[src/rtl/tmrb_pkg.sv]
// Package: register map, field positions and types for the timer block
package tmrb_pkg;

	// Register offsets (byte addresses, index times four)
	localparam logic [7:0] CTRL_IDX    = 8'h0a;
	localparam logic [7:0] CTRL_ADDR   = 8'h28;
	localparam logic [7:0] COUNT_ADDR  = 8'h2c;
	localparam logic [7:0] RELOAD_ADDR = 8'h30;
	localparam logic [7:0] CMP_ADDR    = 8'h34;
	localparam logic [7:0] MODE_ADDR   = 8'h38;

	// Control register fields
	localparam int CR_SEL   = 0;
	localparam int CR_IRQEN = 1;
	localparam int CR_RUN   = 2;
	localparam int CR_EXEN  = 3;
	localparam int CR_DOWN_COUNT_ENABLE  = 4;
	localparam int CR_OUTEN = 5;
	localparam int CR_EXF   = 6;
	localparam int CR_OVF   = 7;
	localparam int CR_PS_LO = 8;

	// Mode register fields
	localparam int MD_PWM = 0;
	localparam int MD_CMP = 1;

	// Reset values and constants
	localparam logic [15:0] CTRL_RST  = 16'h0000;
	localparam logic [15:0] ZERO16    = 16'h0000;
	localparam logic [15:0] MAX16     = 16'hffff;
	localparam logic [7:0]  PS_ONE    = 8'h01;

	// Pin events travelling together
	typedef struct packed {
		logic pin_fall;
		logic pwm_fall;
	} tmrb_evt_t;

	typedef enum logic [1:0] {
		TMRB_UP,
		TMRB_DOWN,
		TMRB_HOLD
	} tmrb_dir_t;

endpackage

[src/rtl/tmrb_timer.sv]
// Timer B: 16-bit timer/counter with capture, autoreload and APB registers
//
// Added by the designer: the APB interface to the registers.
`timescale 1ns/1ps

module tmrb_timer (
	// APB clock and reset
	input  wire logic        pclk,
	input  wire logic        presetn,
	// APB slave
	input  wire logic        psel,
	input  wire logic        penable,
	input  wire logic        pwrite,
	input  wire logic [7:0]  paddr,
	input  wire logic [31:0] pwdata,
	input  wire logic [3:0]  pstrb,
	output logic      [31:0] prdata,
	output logic             pready,
	output logic             pslverr,
	// Pins
	input  wire logic        ext_trigger_pin,
	output logic             timer_out,
	output logic             timer_irq
);

	// ==========================================================
	// Bus decode
	logic        wr_en;
	logic        rd_en;
	logic [15:0] timer_control_reg_q;
	logic [15:0] count_value_q;
	logic [15:0] capture_reload_value_q;
	logic [15:0] compare_value_q;
	logic [1:0]  mode_q;
	logic [15:0] wdata16;
	logic        down_phase_q;
	logic        out_q;
	logic        out_prev_q;

	assign wr_en   = psel && penable && pwrite;
	assign rd_en   = psel && penable && !pwrite;
	assign pready  = 1'b1;
	assign wdata16 = pwdata[15:0];

	function automatic logic mapped(input logic [7:0] a);
		mapped = (a == tmrb_pkg::CTRL_ADDR) || (a == tmrb_pkg::COUNT_ADDR) ||
			(a == tmrb_pkg::RELOAD_ADDR) || (a == tmrb_pkg::CMP_ADDR) ||
			(a == tmrb_pkg::MODE_ADDR);
	endfunction

	function automatic logic [15:0] merge(input logic [15:0] old, input logic [15:0] nw,
			input logic [3:0] st);
		merge = {st[1] ? nw[15:8] : old[15:8], st[0] ? nw[7:0] : old[7:0]};
	endfunction

	assign pslverr = psel && penable && !mapped(paddr);

	// ==========================================================
	// Pin synchroniser and edge detection
	logic pin_s1_q;
	logic pin_s2_q;
	logic pin_s3_q;
	tmrb_pkg::tmrb_evt_t evt;

	always_ff @(posedge pclk or negedge presetn) begin
		if (!presetn) begin
			pin_s1_q <= 1'b1;
			pin_s2_q <= 1'b1;
			pin_s3_q <= 1'b1;
		end else begin
			pin_s1_q <= ext_trigger_pin;
			pin_s2_q <= pin_s1_q;
			pin_s3_q <= pin_s2_q;
		end
	end

	// Control bit aliases
	logic       sel_capture;
	logic       irq_en;
	logic       run;
	logic       ext_en;
	logic       down_count_enable;
	logic       clk_out_en;
	logic       pwm_mode;
	logic       cmp_mode;
	logic [2:0] prescale;

	assign sel_capture = timer_control_reg_q[tmrb_pkg::CR_SEL];
	assign irq_en      = timer_control_reg_q[tmrb_pkg::CR_IRQEN];
	assign run         = timer_control_reg_q[tmrb_pkg::CR_RUN];
	assign ext_en      = timer_control_reg_q[tmrb_pkg::CR_EXEN];
	assign down_count_enable        = timer_control_reg_q[tmrb_pkg::CR_DOWN_COUNT_ENABLE];
	assign clk_out_en  = timer_control_reg_q[tmrb_pkg::CR_OUTEN];
	assign prescale    = timer_control_reg_q[tmrb_pkg::CR_PS_LO +: 3];
	assign pwm_mode    = mode_q[tmrb_pkg::MD_PWM];
	assign cmp_mode    = mode_q[tmrb_pkg::MD_CMP];

	// Pin events ignored unless enabled; PWM falls replace pin in PWM reload mode
	assign evt = {
		ext_en && !down_count_enable && !pin_s2_q && pin_s3_q
			&& !(pwm_mode && !sel_capture),
		ext_en && pwm_mode && !sel_capture && out_prev_q && !out_q
	};

	// ==========================================================
	// Prescaler: divide by 4^prescale[1:0]; the top prescale bit is ignored
	logic [7:0] ps_cnt_q;
	logic [7:0] ps_limit;
	logic       tick;

	assign ps_limit = 8'(tmrb_pkg::PS_ONE << {prescale[1:0], 1'b0}) - 8'h01;
	assign tick     = run && (ps_cnt_q >= ps_limit);

	always_ff @(posedge pclk or negedge presetn) begin
		if (!presetn) begin
			ps_cnt_q <= 8'h00;
		end else if (!run || tick) begin
			ps_cnt_q <= 8'h00;
		end else begin
			ps_cnt_q <= ps_cnt_q + 8'h01;
		end
	end

	// ==========================================================
	// Direction and limits
	tmrb_pkg::tmrb_dir_t dir;
	logic [15:0] reload_limit;
	logic        at_top;
	logic        at_bottom;
	logic        ovf;

	assign reload_limit = cmp_mode ? compare_value_q : capture_reload_value_q;
	assign at_top       = (count_value_q == tmrb_pkg::MAX16);
	assign at_bottom    = (count_value_q == reload_limit);

	always_comb begin
		if (!tick) begin
			dir = tmrb_pkg::TMRB_HOLD;
		end else if (!down_count_enable) begin
			dir = tmrb_pkg::TMRB_UP;
		end else if (pwm_mode || cmp_mode) begin
			dir = down_phase_q ? tmrb_pkg::TMRB_DOWN : tmrb_pkg::TMRB_UP;
		end else begin
			dir = pin_s2_q ? tmrb_pkg::TMRB_UP : tmrb_pkg::TMRB_DOWN;
		end
	end

	always_comb begin
		case (dir)
			tmrb_pkg::TMRB_UP:   ovf = at_top;
			tmrb_pkg::TMRB_DOWN: ovf = (count_value_q == tmrb_pkg::ZERO16) || at_bottom;
			tmrb_pkg::TMRB_HOLD: ovf = 1'b0;
			default:             ovf = 1'b0;
		endcase
	end

	// ==========================================================
	// Counter
	always_ff @(posedge pclk or negedge presetn) begin
		if (!presetn) begin
			count_value_q <= tmrb_pkg::ZERO16;
		end else if (wr_en && paddr == tmrb_pkg::COUNT_ADDR) begin
			count_value_q <= merge(count_value_q, wdata16, pstrb);
		end else if (evt.pin_fall && !sel_capture) begin
			count_value_q <= tmrb_pkg::ZERO16;
		end else begin
			case (dir)
				tmrb_pkg::TMRB_UP: begin
					if (ovf) begin
						count_value_q <= reload_limit;
					end else begin
						count_value_q <= count_value_q + 16'h0001;
					end
				end
				tmrb_pkg::TMRB_DOWN: begin
					if (ovf) begin
						count_value_q <= tmrb_pkg::MAX16;
					end else begin
						count_value_q <= count_value_q - 16'h0001;
					end
				end
				default: count_value_q <= count_value_q;
			endcase
		end
	end

	// Up/down phase for internally steered modes
	always_ff @(posedge pclk or negedge presetn) begin
		if (!presetn) begin
			down_phase_q <= 1'b0;
		end else if (!(down_count_enable && (pwm_mode || cmp_mode))) begin
			down_phase_q <= 1'b0;
		end else if (dir == tmrb_pkg::TMRB_UP && at_top) begin
			down_phase_q <= 1'b1;
		end else if (dir == tmrb_pkg::TMRB_DOWN && ovf) begin
			down_phase_q <= 1'b0;
		end
	end

	// Output toggles on overflow in clock-output mode, else compare output in PWM mode, else holds
	always_ff @(posedge pclk or negedge presetn) begin
		if (!presetn) begin
			out_q      <= 1'b0;
			out_prev_q <= 1'b0;
		end else begin
			out_prev_q <= out_q;
			if (clk_out_en && ovf) begin
				out_q <= !out_q;
			end else if (pwm_mode && !clk_out_en) begin
				out_q <= (count_value_q < compare_value_q);
			end
		end
	end
	assign timer_out = out_q;

	// ==========================================================
	// Registers
	logic ctrl_wr;
	assign ctrl_wr = wr_en && paddr == tmrb_pkg::CTRL_ADDR;

	always_ff @(posedge pclk or negedge presetn) begin
		if (!presetn) begin
			capture_reload_value_q <= tmrb_pkg::ZERO16;
		end else if (evt.pin_fall && sel_capture) begin
			capture_reload_value_q <= count_value_q;
		end else if (wr_en && paddr == tmrb_pkg::RELOAD_ADDR) begin
			capture_reload_value_q <= merge(capture_reload_value_q, wdata16, pstrb);
		end
	end

	always_ff @(posedge pclk or negedge presetn) begin
		if (!presetn) begin
			compare_value_q <= tmrb_pkg::ZERO16;
			mode_q          <= 2'b00;
		end else if (wr_en && paddr == tmrb_pkg::CMP_ADDR) begin
			compare_value_q <= merge(compare_value_q, wdata16, pstrb);
		end else if (wr_en && paddr == tmrb_pkg::MODE_ADDR && pstrb[0]) begin
			mode_q <= pwdata[1:0];
		end
	end

	// Control bits and flags: hardware set wins over software write
	always_ff @(posedge pclk or negedge presetn) begin
		if (!presetn) begin
			timer_control_reg_q <= tmrb_pkg::CTRL_RST;
		end else begin
			if (ctrl_wr && pstrb[0]) begin
				timer_control_reg_q[7:0] <= wdata16[7:0];
			end
			if (ctrl_wr && pstrb[1]) begin
				timer_control_reg_q[15:8] <= {5'h00, wdata16[10:8]};
			end
			if (ovf) begin
				timer_control_reg_q[tmrb_pkg::CR_OVF] <= 1'b1;
			end
			if (evt.pin_fall || evt.pwm_fall) begin
				timer_control_reg_q[tmrb_pkg::CR_EXF] <= 1'b1;
			end
		end
	end

	// Interrupt request
	assign timer_irq = irq_en && ((timer_control_reg_q[tmrb_pkg::CR_OVF] && !clk_out_en)
		|| timer_control_reg_q[tmrb_pkg::CR_EXF]);

	// ==========================================================
	// Read data
	always_ff @(posedge pclk or negedge presetn) begin
		if (!presetn) begin
			prdata <= 32'h0000_0000;
		end else if (psel && !penable && !pwrite) begin
			case (paddr)
				tmrb_pkg::CTRL_ADDR:   prdata <= {16'h0000, timer_control_reg_q};
				tmrb_pkg::COUNT_ADDR:  prdata <= {16'h0000, count_value_q};
				tmrb_pkg::RELOAD_ADDR: prdata <= {16'h0000, capture_reload_value_q};
				tmrb_pkg::CMP_ADDR:    prdata <= {16'h0000, compare_value_q};
				tmrb_pkg::MODE_ADDR:   prdata <= {30'h0000_0000, mode_q};
				default:               prdata <= 32'h0000_0000;
			endcase
		end
	end

endmodule

[config.mk]
export PLATFORM = sky130hd
export DESIGN_NAME = tmrb_timer
export DESIGN_NICKNAME = d
export VERILOG_FILES = /design/src/rtl/tmrb_pkg.sv /design/src/rtl/tmrb_timer.sv
export SDC_FILE = /design/constraint.sdc
export NUM_CORES = 1
export LEC_CHECK = 0
export BUFFER_PORTS_ARGS = -buffer_cell sky130_fd_sc_hd__buf_2
export CAP_MARGIN = 20
export CORE_MARGIN = 5
export CORE_UTILIZATION = 60
export CTS_BUF_LIST = sky130_fd_sc_hd__clkbuf_8
export CTS_CLUSTER_DIAMETER = 40
export DETAILED_ROUTE_END_ITERATION = 8
export PLACE_DENSITY = 0.84
export RECOVER_POWER = 50
export SYNTH_ARGS = -nofsm -noshare
export SYNTH_HDL_FRONTEND = slang
export SYNTH_SLANG_ARGS = --single-unit
[constraint.sdc]
create_clock -name pclk -period 3.8 [get_ports pclk]
set_clock_uncertainty 0.15 [all_clocks]
set_input_delay 0.38 -clock pclk [delete_from_list [all_inputs] [get_ports pclk]]
set_output_delay 0.38 -clock pclk [all_outputs]
set_load 0.1 [all_outputs]
[Word-level counts from Yosys, hierarchy flattened]
Cells that the tools add are included.
Word-level totals
  register bits: 107
  output and inout bits: 36
Operators by class
  add/subtract/negate cells: 4
  $lt $le $gt $ge: 2
  equal/unequal tests: 11
  shifts and indexed selects: 1
  multiplexer cells: 26
  bitwise logic cells: 1
  reduce and logical (&&, ||, !) cells: 67
Operators with widths (count)
  2-to-1 mux 16 bit: 7
  one-hot mux 16 bit (5 select lines): 1
  equality test 8 x 6 -> 1 bit, second input constant: 5
  logical AND 1 bit: 32
  2-to-1 mux 8 bit: 4
  one-hot mux 16 bit (2 select lines): 1
  adder 16 x 1 -> 16 bit, second input constant: 1
  equality test 16 bit: 1
  equality test 16 bit, second input constant: 1
  zero test 16 bit: 1
  less-than comparator 16 bit: 1
  subtractor 16 x 1 -> 16 bit, second input constant: 1
  AND reduction 2 bit: 7
  nonzero test 2 bit: 6
  2-to-1 mux 1 bit: 11
  zero test 1 bit: 10
  logical OR 1 bit: 9
  adder 8 x 1 -> 8 bit, second input constant: 1
  >= comparator 8 bit: 1
  left shift 1 x 3 -> 8 bit, first input constant: 1
  subtractor 8 x 1 -> 8 bit, second input constant: 1
  != test 2 bit, second input constant: 2
  nonzero test 4 bit: 1
  != test 3 x 1 -> 1 bit, second input constant: 1
  other kinds (5): 5

[Depth between registers and ports, before layout]
  depth after elaboration: 11
  depth in mapped cells: 13
  gate-level depth less buffers: 11

[Worst setup path after synthesis]
No wires, ideal clock.
  path type: flip-flop to flip-flop
  from: reg timer_control_reg_q[8]
  to: reg count_value_q[7]
  library setup time: 0.134 ns
  data arrival time: 2.825 ns
  data required time: 3.516 ns
  slack: 0.691 ns
  cell stages (with the launch flop): 13
  path buffers: 2
  period minus slack after synthesis: 3.109 ns
  cell sequence: dfrtp_1 -> or2_2 -> ha_1 -> ha_1 -> o21ai_0 -> a21boi_1 -> a31o_1 -> clkbuf_1 -> nand2_1 -> clkbuf_1 -> a21oi_1 -> o41ai_1 -> a21oi_1
On the way
  longest elaborated chain between the ends: 11
  elaborated cells on any way between the ends: 15
Ends and longest elaborated chain
  start, declared: RTL line tmrb_timer.sv:30  | logic [15:0] timer_control_reg_q;
  start signal, assigned: RTL line tmrb_timer.sv:245  | timer_control_reg_q <= tmrb_pkg::CTRL_RST;
  start signal, assigned: RTL line tmrb_timer.sv:251  | timer_control_reg_q[15:8] <= {5'h00, wdata16[10:8]};
  left shift 1 x 3 -> 8 bit *: RTL line tmrb_timer.sv:111  | assign ps_limit = 8'(tmrb_pkg::PS_ONE << {prescale[1:0], 1'b0}) - 8'h01;
  subtractor 8 x 1 -> 8 bit *: RTL line tmrb_timer.sv:111
  >= comparator 8 bit *: RTL line tmrb_timer.sv:112  | assign tick = run && (ps_cnt_q >= ps_limit);
  logical AND 1 bit *: RTL line tmrb_timer.sv:112
  2-to-1 mux 2 bit *: RTL line tmrb_timer.sv:137  | if (!tick) begin
  equality test 2 x 1 -> 1 bit / zero test 2 bit (equally long branches): RTL line tmrb_timer.sv:149, tmrb_timer.sv:167
  one-hot mux 1 bit (2 select lines): RTL line tmrb_timer.sv:149  | case (dir)
  2-to-1 mux 16 bit (on tied branches): RTL line tmrb_timer.sv:176, tmrb_timer.sv:169
  one-hot mux 16 bit (2 select lines): RTL line tmrb_timer.sv:167  | case (dir)
  2-to-1 mux 16 bit: RTL line tmrb_timer.sv:164  | end else if (evt.pin_fall && !sel_capture) begin
  2-to-1 mux 16 bit: RTL line tmrb_timer.sv:162  | end else if (wr_en && paddr == tmrb_pkg::COUNT_ADDR) begin
  end signal, assigned: RTL line tmrb_timer.sv:163  | count_value_q <= merge(count_value_q, wdata16, pstrb);
  end signal, assigned: RTL line tmrb_timer.sv:165  | count_value_q <= tmrb_pkg::ZERO16;
  end signal, assigned: RTL line tmrb_timer.sv:177  | count_value_q <= tmrb_pkg::MAX16;
  end, declared: RTL line tmrb_timer.sv:31  | logic [15:0] count_value_q;
Mark *: on every way between the ends. The rest lies on a longest branch, timed or not.
A chain may end at the register's enable or synchronous reset.

[Worst setup path in the final report]
Same ends and word-level chain as after synthesis.

==> flow_summary.ini <==
[status]
status = complete, but fails checks
violations = capacitance limit, slew limit

[detailed_routing]
routed_wl_um = 18040
first_iter_violations = 803
final_antenna_net_count = 0
wl_per_cell_um = 20.66
first_pass_iters = 8
routed_via_density = 6.574
via_count = 5739
drc = 0

[clock_network]
cts_resized = 0
clk_latency_ps = 370
cts_buffers = 9
cts_buffer_depth = 2
cts.sinks = 91
cts_tree = done
path_clk_slew_ps = 100
htreeDepth = 3
clock-root-buffer = clkbuf_8
cts_setup_buffers = 0

[floorplan]
die_w_um = 111.7
start_util_pct = 60.71
io_pins = 86
coreArea_mm2 = 0.01023
die_area_mm2 = 0.01249
die_y_um = 111.7
num_rows = 37

[yosys]
synth_xor_area_share_pct = 5.641
synth-compound-area-share_pct = 17.57
synth-async-reset-ratio_pct = 100.0
synthFlopType = dfrtp_1
ys_seq_area_share_pct = 36.72
synthMuxAreaShare_pct = 10.05
yosys_warnings = 0
synth_edf_count = 0
postSynthCellCount = 690
syn_area_mm2 = 0.006211
syn_area_per_cell_um2 = 9.001
synthAdderAreaFrac_pct = 5.439
synth.distinct_cells = 68
synth_top_family_by_area = simple AND/OR/NAND/NOR gates
synth_seq_cells = 91
yosys.area_share.simple_pct = 17.61

[timing]
fin_setup_tns_ps = 0
rsz0062_at_grt = no
drv_slew = 68
period_needed_ps = 3574
fmax_mhz = 279.8
min_period_over_period_pct = 94.05
finalSetupViolCount = 0
maxSlewHeadroom_pct = -10.13
hold_violations = 0
tightest_slew_ps = 1652

[setup_path]
cp_max_fo = 11
path_class = flop to flop
crit_family = compound AO/OA/AOI/OAI gates
critPathMaxStageDelay_ps = 460
cp-start-kind = flop
critPathSlowestCell = o41ai_1
cp_cell_sequence = or2_2 > ha_1 > ha_1 > o21ai_0 > a21boi_1 > a31o_1 > buf_4 > nand2_1 > a21oi_1 > o41ai_1 > a21oi_1
crit_required_ps = 3890
crit_buf_inv = 1
cp-end-kind = flop
arrival_ps = 3670

[global_routing]
antenna_found_initial = 0
grt_use_total_pct = 28.52
grt_max_degree = 68
first_global_vias = 5609
grt_pass1_wl_um = 28720
grt_overflow = 0

[pwr]
power.leakage_nw = 2.992
peakVddDrop_mv = 0.2713
power_density_mw_per_mm2 = 368.9
p_total_mw = 2.500

[cells_and_area]
area_delta_synth_final_pct = 9.106
regArea_mm2 = 0.002281
nets = 809
fillCellCount = 850
num_antenna_cells = 0
layout_common_cells = 88 x dfrtp_1, 57 x nand2_1, 54 x nor2_1
layout-drive-gt1-share_pct = 15.33
multi_input_area_mm2 = 0.003581
layout_commonest_cell = dfrtp_1

[placed_design]
routabilityCongestion = 0.9692
post-dp-hpwl_um = 13350
port-buffer-count = 50

[hold_path]
hp-class = input pin to flop

[flow_run]
maxCapViolCount = 1
## state kept, by name, indices dropped and copies added, names as in the netlist
signal and count:
capture_reload_value_q 16, compare_value_q 16, count_value_q 16, prdata 16, timer_control_reg_q 11, ps_cnt_q 8, mode_q 2, down_phase_q 1
out_prev_q 1, pin_s1_q 1, pin_s2_q 1, pin_s3_q 1, timer_out 1
## where the power goes
| group | internal, mW | total [mW] | leakage (nW) | switching, mW |
|---|---|---|---|---|
| clock network | 0.378 | 0.755 | 0.114 | 0.378 |
| registers | 1.02 | 1.06 | 1.21 | 0.0455 |
| logic | 0.156 | 0.684 | 1.67 | 0.527 |
| total | 1.55 | 2.50 | 2.99 | 0.950 |
## routing by layer
metal	GRT usage, %	up-vias	routed length (um)
met2	45.44	339	8383
met5	0	-	0
li1	-	2540	-
met4	16.38	0	934
met3	4.076	81	1696
met1	37.17	2779	7023
## path summary, 6_finish.rpt
| path | from | endpoint | slack, ps | depth (start not counted) |
|---|---|---|---|---|
| setup reg to reg | timer_control_reg_q[8] | count_value_q[7] | 230 | 11 |
| max in group asynchronous | presetn | compare_value_q[4] | 1220 | 3 |
| hold reg to reg | pin_s1_q | pin_s2_q | 210 | 0 |
| setup / recovery | timer_control_reg_q[8] | count_value_q[7] | 230 | 11 |
| min in group asynchronous | presetn | capture_reload_value_q[10] | 840 | 2 |
| hold / removal | pwdata[15] | compare_value_q[15] | 130 | 2 |
## area by class of cell
type                            instances  share of cell area (%)
Clock buffer                            9                   1.828
Clock inverter                          7                   1.477
Inverter                               31                   1.717
Multi-Input combinational cell        526                   52.84
Sequential cell                        91                   33.66
Tap cell                              136                   2.511
Timing Repair Buffer                   73                   5.964
## kinds of logic after synthesis
family,count (synthesis)
AOI/OAI and AO/OA,166
DFF,91
buffers and inverters,89
adders and majority gates,27
other,2
xor gates and xnor gates,40
and+or+nand+nor,216
muxes,59
## repair_timing
item	4_1_cts	5_1_grt
endpoints found under the setup margin	0	0
hold endpoints to repair	42	0
hold buffers	2	0
## metrics by stage
stage / util [%] / setup WS (ps) / area, um2 / instances / hold WS (ps)
6_report: 66.23 / 226.2 / 6777 / 873 / 132.5
5_1_grt: 66.23 / 113.7 / 6777 / 873 / 132.8
4_1_cts: 66.34 / 319.1 / 6788 / 871 / 127.8
3_5_place_dp: 63.96 / 354.8 / 6544 / 853 / 197.5
3_3_place_gp: 63.96 / 490.8 / 6544 / 853 / 196.5
2_1_floorplan: - / 690.8 / 6271 / 706 / -65.59
## synthesized netlist by cell type, types with 3 or more instances
cell type,instances,share of area (%)
nand2_1,57,3.4
or4_1,5,0.60
or3_1,3,0.30
o21ai_1,34,2.7
mux2_2,27,4.9
xor2_1,14,2.0
nand3_1,19,1.5
dfrtp_1,88,35
a31oi_1,10,1.0
dfstp_2,3,1.3
nand4_1,8,0.81
o22ai_1,4,0.40
nor2b_1,6,0.60
a222oi_1,14,2.3
and3_1,17,1.7
o21a_1,4,0.48
a21o_1,5,0.60
and2_1,5,0.50
a21oi_1,45,3.6
buf_4,17,2.1
nor3_1,7,0.56
inv_1,31,1.9
nor2_1,54,3.3
clkbuf_1,36,2.2
mux2i_1,32,5.2
o211ai_1,6,0.73
nand2b_1,6,0.60
xnor2_1,26,3.7
nor3b_1,3,0.36
ha_1,27,5.4
nor4_1,13,1.3
o21ai_0,13,1.0
a21boi_1,3,0.36
(Power assumes the default switching activity.)
